`src/hdl/swcd_pkg.sv`:
```
// Package: field layout, reset values and encodings of the secondary word decoder
package swcd_pkg;

  // Serial word shape
  localparam int WORD_BITS = 16;
  localparam int BYTE_BITS = 8;
  localparam logic [4:0] BIT_CNT_LAST = 5'h0_00F;
  localparam logic [4:0] BIT_CNT_BYTE = 5'h0_008;

  // Command field in the two lowest bits
  localparam int CMD_LSB = 0;
  localparam int CMD_MSB = 1;
  localparam logic [1:0] CMD_DIV_A = 2'h0;
  localparam logic [1:0] CMD_TRIM_A = 2'h1;
  localparam logic [1:0] CMD_DIV_B = 2'h2;
  localparam logic [1:0] CMD_CONTROL = 2'h3;
  localparam logic [1:0] CMD_SECONDARY_REQ = 2'h3;

  // Payload fields
  localparam int TXA_DIV_MSB = 13;
  localparam int TXA_DIV_LSB = 9;
  localparam int RXA_DIV_MSB = 6;
  localparam int RXA_DIV_LSB = 2;
  localparam int TX_WIDE_MSB = 14;
  localparam int TX_WIDE_LSB = 9;
  localparam int RX_WIDE_MSB = 7;
  localparam int RX_WIDE_LSB = 2;

  // Control word bit positions
  localparam int CTL_HPF = 2;
  localparam int CTL_LOOPBACK = 3;
  localparam int CTL_AUX = 4;
  localparam int CTL_SYNC = 5;
  localparam int CTL_GAIN_LSB = 6;
  localparam int CTL_GAIN_MSB = 7;
  localparam int CTL_SINX = 9;
  localparam int CTL_GPO_TEN = 10;
  localparam int CTL_GPO_ELEVEN = 11;
  // Assigned control bits; 0, 1, 8 and 12..15 are dropped
  localparam logic [15:0] CTL_KEEP_MASK = 16'h0EFC;

  // Reset values
  localparam logic [4:0] DIV_A_RST = 5'h12;
  localparam logic [5:0] DIV_B_RST = 6'h12;
  localparam logic [5:0] TRIM_A_RST = 6'h01;
  localparam logic [15:0] CTL_RST = 16'h02E4;

  // Reference figures the reset dividers are sized for
  localparam int REF_MCLK_HZ = 10_368_000;
  localparam int REF_CONV_HZ = 16_000;

  typedef enum logic [2:0] {
    SWCD_WAIT_PRIMARY = 3'b001,
    SWCD_WAIT_SECONDARY = 3'b010,
    SWCD_LOAD = 3'b100
  } swcd_state_e;

endpackage : swcd_pkg

```
`src/hdl/swcd_decoder.sv`:
```
// Secondary configuration word decoder: serial capture, decode and config registers
//
// Overview of operation
// - Command 00 loads transmit A divider from 13..9, receive A from 6..2.
// - Command 01 loads six-bit signed A trims from 14..9 and 7..2.
// - Command 10 loads six-bit B dividers from 14..9 and 7..2.
// - Command 11 writes control: bit2 high-pass, bit3 loopback, bit4 auxiliary inputs.
// - Control bit 5 picks asynchronous (0) or synchronous (1) sections.
// - Control bits 7..6 are held and driven to the gain stage.
// - Control bit 9 inserts the sin(x)/x correction filter.
// - Control bits 10 and 11 drive two general-purpose output pins.
// - Control bits 8 and 12..15 are ignored.
// - Words arrive MSB first; in byte mode the second byte starts at bit 7.
// - Reset initialises every configuration register including control.
// - Reset sets all four dividers to 0x12 and both trims to 0x01.
// - Reset clears control bits 11,10,4,3 and sets 9,7,6,5,2.
// - Reset dividers give 16 kHz conversion at 10.368 MHz master clock.
// - In synchronous mode receive timing follows the transmit settings only.
// - Secondary word only follows a primary word ending in 11.
module swcd_decoder
  import swcd_pkg::*;
(
  input wire logic mclk_i,
  input wire logic srst_i,
  input wire logic shift_clock_i,
  input wire logic transmit_frame_sync_i,
  input wire logic host_to_device_serial_i,
  input wire logic word_mode_i,
  output logic [4:0] transmit_a_divider_o,
  output logic [4:0] receive_a_divider_o,
  output logic [5:0] transmit_a_trim_o,
  output logic [5:0] receive_a_trim_o,
  output logic [5:0] transmit_b_divider_o,
  output logic [5:0] receive_b_divider_o,
  output logic [4:0] timing_rx_a_divider_o,
  output logic [5:0] timing_rx_a_trim_o,
  output logic [5:0] timing_rx_b_divider_o,
  output logic [15:0] control_word_o,
  output logic hpf_en_o,
  output logic loopback_en_o,
  output logic aux_en_o,
  output logic sync_mode_o,
  output logic [1:0] gain_sel_o,
  output logic sinx_en_o,
  output logic general_output_ten_o,
  output logic general_output_eleven_o,
  output logic secondary_pending_o,
  output logic config_load_o
);
  import swcd_pkg::*;

  logic sclk_fall;
  logic fsx_level;
  logic fsx_fall;
  logic dx_level;
  logic [4:0] bit_cnt_q;
  logic [15:0] shift_q;
  logic [15:0] word_q;
  logic word_done_q;
  logic first_bit_q;
  swcd_state_e state_q;
  logic [4:0] txa_div_q;
  logic [4:0] rxa_div_q;
  logic [5:0] txa_trim_q;
  logic [5:0] rxa_trim_q;
  logic [5:0] txb_div_q;
  logic [5:0] rxb_div_q;
  logic [15:0] ctl_q;
  logic [4:0] eff_rxa_div_q;
  logic [5:0] eff_rxa_trim_q;
  logic [5:0] eff_rxb_div_q;
  logic [1:0] cmd;
  logic bit_take;

  // Shift clock and frame sync idle high, so they reset high: no false edge
  swcd_pin_sync u_sync_sclk (
    .mclk_i(mclk_i),
    .srst_i(srst_i),
    .pin_i(shift_clock_i),
    .rst_level_i(1'b1),
    .level_o(),
    .rise_o(),
    .fall_o(sclk_fall)
  );

  swcd_pin_sync u_sync_fsx (
    .mclk_i(mclk_i),
    .srst_i(srst_i),
    .pin_i(transmit_frame_sync_i),
    .rst_level_i(1'b1),
    .level_o(fsx_level),
    .rise_o(),
    .fall_o(fsx_fall)
  );

  swcd_pin_sync u_sync_dx (
    .mclk_i(mclk_i),
    .srst_i(srst_i),
    .pin_i(host_to_device_serial_i),
    .rst_level_i(1'b0),
    .level_o(dx_level),
    .rise_o(),
    .fall_o()
  );

  // Bits are taken on the falling shift edge while the frame is open
  assign bit_take = sclk_fall && !fsx_level;
  assign cmd = word_q[CMD_MSB:CMD_LSB];

  // Bit counter; byte mode keeps the count across the two byte frames
  always_ff @(posedge mclk_i) begin
    if (srst_i) begin
      bit_cnt_q <= 5'h0_000;
    end else if (bit_take) begin
      bit_cnt_q <= (bit_cnt_q == BIT_CNT_LAST) ? 5'h0_000 : bit_cnt_q + 5'h0_001;
    end else if (fsx_fall && (word_mode_i || bit_cnt_q != BIT_CNT_BYTE)) begin
      bit_cnt_q <= 5'h0_000;
    end
  end

  // MSB first: earlier bits walk toward bit 15
  always_ff @(posedge mclk_i) begin
    if (srst_i) begin
      shift_q <= 16'h0000;
    end else if (bit_take) begin
      shift_q <= {shift_q[14:0], dx_level};
    end
  end

  always_ff @(posedge mclk_i) begin
    if (srst_i) begin
      first_bit_q <= 1'b0;
    end else if (bit_take && bit_cnt_q == 5'h0_000) begin
      first_bit_q <= dx_level;
    end
  end

  always_ff @(posedge mclk_i) begin
    if (srst_i) begin
      word_q <= 16'h0000;
      word_done_q <= 1'b0;
    end else begin
      word_done_q <= bit_take && (bit_cnt_q == BIT_CNT_LAST);
      if (bit_take && bit_cnt_q == BIT_CNT_LAST) begin
        word_q <= {shift_q[14:0], dx_level};
      end
    end
  end

  // Primary/secondary sequencing; a primary ending in 11 arms the next word
  always_ff @(posedge mclk_i) begin
    if (srst_i) begin
      state_q <= SWCD_WAIT_PRIMARY;
    end else begin
      unique case (state_q)
        SWCD_WAIT_PRIMARY: begin
          if (word_done_q && cmd == CMD_SECONDARY_REQ) begin
            state_q <= SWCD_WAIT_SECONDARY;
          end
        end
        SWCD_WAIT_SECONDARY: begin
          if (word_done_q) begin
            state_q <= SWCD_LOAD;
          end
        end
        SWCD_LOAD: begin
          state_q <= SWCD_WAIT_PRIMARY;
        end
      endcase
    end
  end

  assign config_load_o = (state_q == SWCD_LOAD);
  assign secondary_pending_o = (state_q == SWCD_WAIT_SECONDARY);

  // A dividers and trims
  always_ff @(posedge mclk_i) begin
    if (srst_i) begin
      txa_div_q <= DIV_A_RST;
      rxa_div_q <= DIV_A_RST;
      txa_trim_q <= TRIM_A_RST;
      rxa_trim_q <= TRIM_A_RST;
    end else if (config_load_o && cmd == CMD_DIV_A) begin
      txa_div_q <= word_q[TXA_DIV_MSB:TXA_DIV_LSB];
      rxa_div_q <= word_q[RXA_DIV_MSB:RXA_DIV_LSB];
    end else if (config_load_o && cmd == CMD_TRIM_A) begin
      txa_trim_q <= word_q[TX_WIDE_MSB:TX_WIDE_LSB];
      rxa_trim_q <= word_q[RX_WIDE_MSB:RX_WIDE_LSB];
    end
  end

  // B dividers
  always_ff @(posedge mclk_i) begin
    if (srst_i) begin
      txb_div_q <= DIV_B_RST;
      rxb_div_q <= DIV_B_RST;
    end else if (config_load_o && cmd == CMD_DIV_B) begin
      txb_div_q <= word_q[TX_WIDE_MSB:TX_WIDE_LSB];
      rxb_div_q <= word_q[RX_WIDE_MSB:RX_WIDE_LSB];
    end
  end

  // Control register; unassigned bits are masked so they always read zero
  always_ff @(posedge mclk_i) begin
    if (srst_i) begin
      ctl_q <= CTL_RST;
    end else if (config_load_o && cmd == CMD_CONTROL) begin
      ctl_q <= word_q & CTL_KEEP_MASK;
    end
  end

  // Receive timing set; limits are not checked here, the host owns them
  always_ff @(posedge mclk_i) begin
    if (srst_i) begin
      eff_rxa_div_q <= DIV_A_RST;
      eff_rxa_trim_q <= TRIM_A_RST;
      eff_rxb_div_q <= DIV_B_RST;
    end else if (ctl_q[CTL_SYNC]) begin
      eff_rxa_div_q <= txa_div_q;
      eff_rxa_trim_q <= txa_trim_q;
      eff_rxb_div_q <= txb_div_q;
    end else begin
      eff_rxa_div_q <= rxa_div_q;
      eff_rxa_trim_q <= rxa_trim_q;
      eff_rxb_div_q <= rxb_div_q;
    end
  end

  assign transmit_a_divider_o = txa_div_q;
  assign receive_a_divider_o = rxa_div_q;
  assign transmit_a_trim_o = txa_trim_q;
  assign receive_a_trim_o = rxa_trim_q;
  assign transmit_b_divider_o = txb_div_q;
  assign receive_b_divider_o = rxb_div_q;
  assign timing_rx_a_divider_o = eff_rxa_div_q;
  assign timing_rx_a_trim_o = eff_rxa_trim_q;
  assign timing_rx_b_divider_o = eff_rxb_div_q;
  assign control_word_o = ctl_q;
  assign hpf_en_o = ctl_q[CTL_HPF];
  assign loopback_en_o = ctl_q[CTL_LOOPBACK];
  assign aux_en_o = ctl_q[CTL_AUX];
  assign sync_mode_o = ctl_q[CTL_SYNC];
  assign gain_sel_o = ctl_q[CTL_GAIN_MSB:CTL_GAIN_LSB];
  assign sinx_en_o = ctl_q[CTL_SINX];
  assign general_output_ten_o = ctl_q[CTL_GPO_TEN];
  assign general_output_eleven_o = ctl_q[CTL_GPO_ELEVEN];
endmodule : swcd_decoder

```
`src/hdl/swcd_pin_sync.sv`:
```
// Three-stage pin synchroniser with agreement filter and edge pulses
module swcd_pin_sync (
  input wire logic mclk_i,
  input wire logic srst_i,
  input wire logic pin_i,
  input wire logic rst_level_i,
  output logic level_o,
  output logic rise_o,
  output logic fall_o
);

  logic s1_q;
  logic s2_q;
  logic s3_q;
  logic level_q;

  always_ff @(posedge mclk_i) begin
    s1_q <= pin_i;
    s2_q <= s1_q;
    s3_q <= s2_q;
  end

  // Only the agreed value of stages two and three counts as a change
  // Reset to the pin's idle level so that release brings no false edge
  always_ff @(posedge mclk_i) begin
    if (srst_i) begin
      level_q <= rst_level_i;
    end else if (s2_q == s3_q) begin
      level_q <= s3_q;
    end
  end

  assign level_o = level_q;
  assign rise_o = !srst_i && (s2_q == s3_q) && s3_q && !level_q;
  assign fall_o = !srst_i && (s2_q == s3_q) && !s3_q && level_q;

endmodule : swcd_pin_sync

```
`config.mk`:
```
export PLATFORM = sky130hd
export DESIGN_NAME = swcd_decoder
export DESIGN_NICKNAME = d
export VERILOG_FILES = /design/src/hdl/swcd_pkg.sv /design/src/hdl/swcd_decoder.sv /design/src/hdl/swcd_pin_sync.sv
export SDC_FILE = /design/constraint.sdc
export NUM_CORES = 1
export LEC_CHECK = 0
export ABC_AREA = 1
export BUFFER_PORTS_ARGS = -buffer_cell sky130_fd_sc_hd__buf_2
export CORE_ASPECT_RATIO = 0.5
export CORE_MARGIN = 5
export CORE_UTILIZATION = 60
export CTS_BUF_LIST = sky130_fd_sc_hd__clkbuf_8
export DETAILED_ROUTE_END_ITERATION = 12
export HOLD_SLACK_MARGIN = 0.12
export PLACE_DENSITY = 0.86
export SETUP_SLACK_MARGIN = 0.05
export SYNTH_ARGS = -nofsm -noshare
export SYNTH_HDL_FRONTEND = slang
export SYNTH_SLANG_ARGS = --single-unit
```
`constraint.sdc`:
```
create_clock -name mclk_i -period 2.9 [get_ports mclk_i]
set_input_delay 0.29 -clock mclk_i [delete_from_list [all_inputs] [get_ports mclk_i]]
set_output_delay 0.29 -clock mclk_i [all_outputs]
set_load 0.02 [all_outputs]
```
==> metrics.md <==
| Metric | Value |
|---|---|
| R2R cell count | `3` |
| Vias per cell | `5.10` |
| Post-synth top flop | `dfxtp_1` |
| Fmax | `roughly 0.56 GHz` |
| Max Cap Viol | `0` |
| Hold Fails Final Rpt | `0` |
| CP delay by family, top | `flip-flops` |
| CTS root buffer | `clkbuf_8` |
| Area after DPL | `4270 um2` |
| H-tree depth | `3` |
| ANT cells | `0` |
| P per Cell Area | `555 nW/um2` |
| Share of cells above drive strength 1 | `21.7%` |
| Worst path depth | `1` |
| Die extent in x | `about 120 um` |
| Total of warnings raised by yosys | `0` |
| Via count | `about 3300` |
| Min-delay worst type | `primary input to register` |
| Tcrit/Tclk final | `between 60 and 70%` |
| Post-CTS Setup Inserts | `0` |
| Worst-path clk slew | `90 ps` |
| Cell area after layout | `approximately 4500 um2` |
| Reg area | `2180 um2` |
| Least-Margin Pin Slew | `roughly 780 ps` |
| Setup TNS | `0 ps` |
| CP Capture Type | `output pin` |
| Async SR Flop Fraction | `0%` |
| Post-CTS Resized | `0` |
| Clock Latency Late Sink | `370 ps` |
| EDFF count, synth | `0` |
| Unrepaired setup endpoints after global routing | `false` |
| Synth cell types | `26` |
| # hold bufs at CTS | `3` |
| Yosys reg bits | `between 100 and 150` |
| Vias in the first global route | `2983` |
| Multi-input logic area | `1440 um2` |
| GP Congestion | `0.825` |
| Overall Global Routing Usage | `21.3%` |
| WP buf/inv | `1` |
| Gate count of the mapped netlist | `484` |
| Synth top area share | `55.0%` |
| Filler cell count | `459` |
| Clk sinks | `109` |
| Reg2reg end | `timing_rx_a_trim_o[5]` |
| CP Launch Type | `register` |
| DRT Pass-1 Iters | `4` |
| Critical path fanouts, max | `23` |
| Syn Std Cell Area | `3970 um2` |
| Antenna violations before repair | `0` |
| Worst Skew | `10.1 ps` |
| Starting density of the core | `63.6%` |
| Register area share after synthesis | `55.0%` |
| Setup Crit Path Kind | `register to output pin` |
| Final Net Count | `552` |
| Crit path required time | `2610 ps` |
| Worst-path cell chain | `buf_2` |
| DR iter-0 viols | `about 350` |
| Worst Setup SP | `control_word_o[5]` |
| Reg2reg start | `control_word_o[5]` |
| Worst Hold Slack | `242 ps` |
| Bufs on Longest Clock Path | `2` |
| Status | `finished clean` |
| WL final | `8440 um` |
| Post-route DRC | `0` |
| Die Ht | `67.5 um` |
| Ports | `between 80 and 90` |
| Pleak | `2.07 nW` |
| Largest net degree at the start of global routing | `45` |
| TritonCTS Buffers | `9` |
| CP max stage delay | `840 ps` |
| Slew margin rel. | `47.9%` |
| Gr ovfl total | `0` |
| Synth area leaders | `dfxtp_1 (55%), nor2_1 (8.2%), nand2_1 (6.6%), o21ai_0 (4.8%), nand3_1 (4.7%)` |
| CTS tree | `done` |
| Port bufs | `76` |
| Tot Pwr | `2.50 mW` |
| CP Capture Point | `control_word_o[5]` |
| CP max stage cell | `dfxtp_1` |
| Critical path arrival | `1510 ps` |
| First-pass GRT wire length | `14200 um` |
| P&R area growth vs syn | `13.6%` |
| Maximum VDD drop | `390 uV` |
| Setup violators final | `0` |
| Largest area contributor in the netlist | `dfxtp_1` |
| Worst R2R Setup Slack | `between 1000 and 1500 ps` |
| Post-DRT Antenna Nets | `0` |
| Core area | `between 6000 and 7000 um2` |
| DP Wirelength | `5920 um` |
| Post-route minimum period | `around 1800 ps` |
| Site Rows | `20` |
| Area of the die | `roughly 8400 um2` |
| Drt wl/cell | `13.2 um` |
| Max-slew violation count | `0` |
| Final Util | `around 72%` |
| Synthesized area per cell | `approximately 8.2 um2` |
## cell usage in the layout, fill, tap and decap left out
cell type      instances
dfxtp_1              109
nor2_1                87
buf_2                 76
nand2_1               70
o21ai_0               38
nand3_1               37
o21ai_1               26
inv_1                 25
a21oi_1               23
clkbuf_8              11
conb_1                 7
inv_2                  6
o21ai_2                6
nand3_2                4
nand2_2                3
dlygate4sd3_1          3
buf_4                  3
nor2_2                 2
nand4_1                2
ha_1                   2
o211ai_2               1
inv_4                  1
nor2_4                 1
nand2_4                1
o211ai_1               1
clkinv_4               1
bufinv_16              1
clkinv_2               1
buf_12                 1
## through the flow
step           cells  worst slack [ps]
3_5_place_dp     618              1040
5_1_grt          637               986
6_report         637              1100
4_1_cts          637              1090
3_3_place_gp     618              1130
2_1_floorplan    490              1650
## metal layers
metal	GRT usage (%)	wire length [um]
met1	26.2	3790
met2	35.6	3810
met3	6.00	710
met4	9.73	132
met5	0	0
## where the power goes
part / total, mW / switching [mW] / internal (mW)
clock network: 0.915 / 0.474 / 0.441
logic: 0.0669 / 0.0458 / 0.0210
registers: 1.52 / 0.00723 / 1.51
total: 2.50 / 0.527 / 1.97
## flip-flops by register name, summed over array words and instances (netlist names), 3 cells and up
| name | count |
|---|---|
| timing_rx_a_trim_o | 6 |
| receive_a_trim_o | 6 |
| receive_b_divider_o | 6 |
| timing_rx_b_divider_o | 6 |
| word_q | 14 |
| receive_a_divider_o | 5 |
| transmit_b_divider_o | 6 |
| control_word_o | 9 |
| state_q | 3 |
| timing_rx_a_divider_o | 5 |
| transmit_a_trim_o | 6 |
| shift_q | 14 |
| transmit_a_divider_o | 5 |
| bit_cnt_q | 5 |
## cells by family (layout without fill, tap and decap cells)
family | count (synthesis) | after routing | share of synthesized area, %
and+or+nand+nor | 207 | 207 | 22.2
other | 1 | 7 | 0.0946
adders and majority gates | 2 | 2 | 0.631
DFF | 109 | 109 | 55.0
AOI/OAI and AO/OA | 95 | 95 | 12.8
buffers and inverters | 70 | 129 | 9.21
## final cells by class
| class | instances | share of cell area, % |
|---|---|---|
| multi-input combinational | 311 | 32.0 |
| sequential | 109 | 48.5 |
| tap | 88 | 2.45 |
| inverter | 30 | 2.56 |
| clock inverter | 5 | 1.14 |
| timing repair buffer | 83 | 10.1 |
| clock buffer | 11 | 3.36 |
## cell usage after synthesis (3+ instances only)
master and instances:
buf_6 3, nor2_1 87, o21ai_0 38, nand3_2 4, a21oi_1 23, buf_4 18
o21ai_2 6, dfxtp_1 109, buf_2 8, nand2_2 3, o21ai_1 26, nand2_1 70
clkbuf_1 10, nand3_1 37, inv_1 23, inv_2 6
## worst min path at each step
stage | slack, ps | end | depth (start not counted) | start
floorplan | 310 | u_sync_dx.s2_q | 0 | u_sync_dx.s1_q
global placement | 310 | u_sync_dx.s2_q | 0 | u_sync_dx.s1_q
detailed placement | 310 | u_sync_fsx.s2_q | 0 | u_sync_fsx.s1_q
CTS | 220 | state_q[2] | 2 | srst_i
global route | 250 | state_q[2] | 2 | srst_i
finish | 240 | state_q[2] | 2 | srst_i
Note: power is estimated with default switching activity, not from simulation.
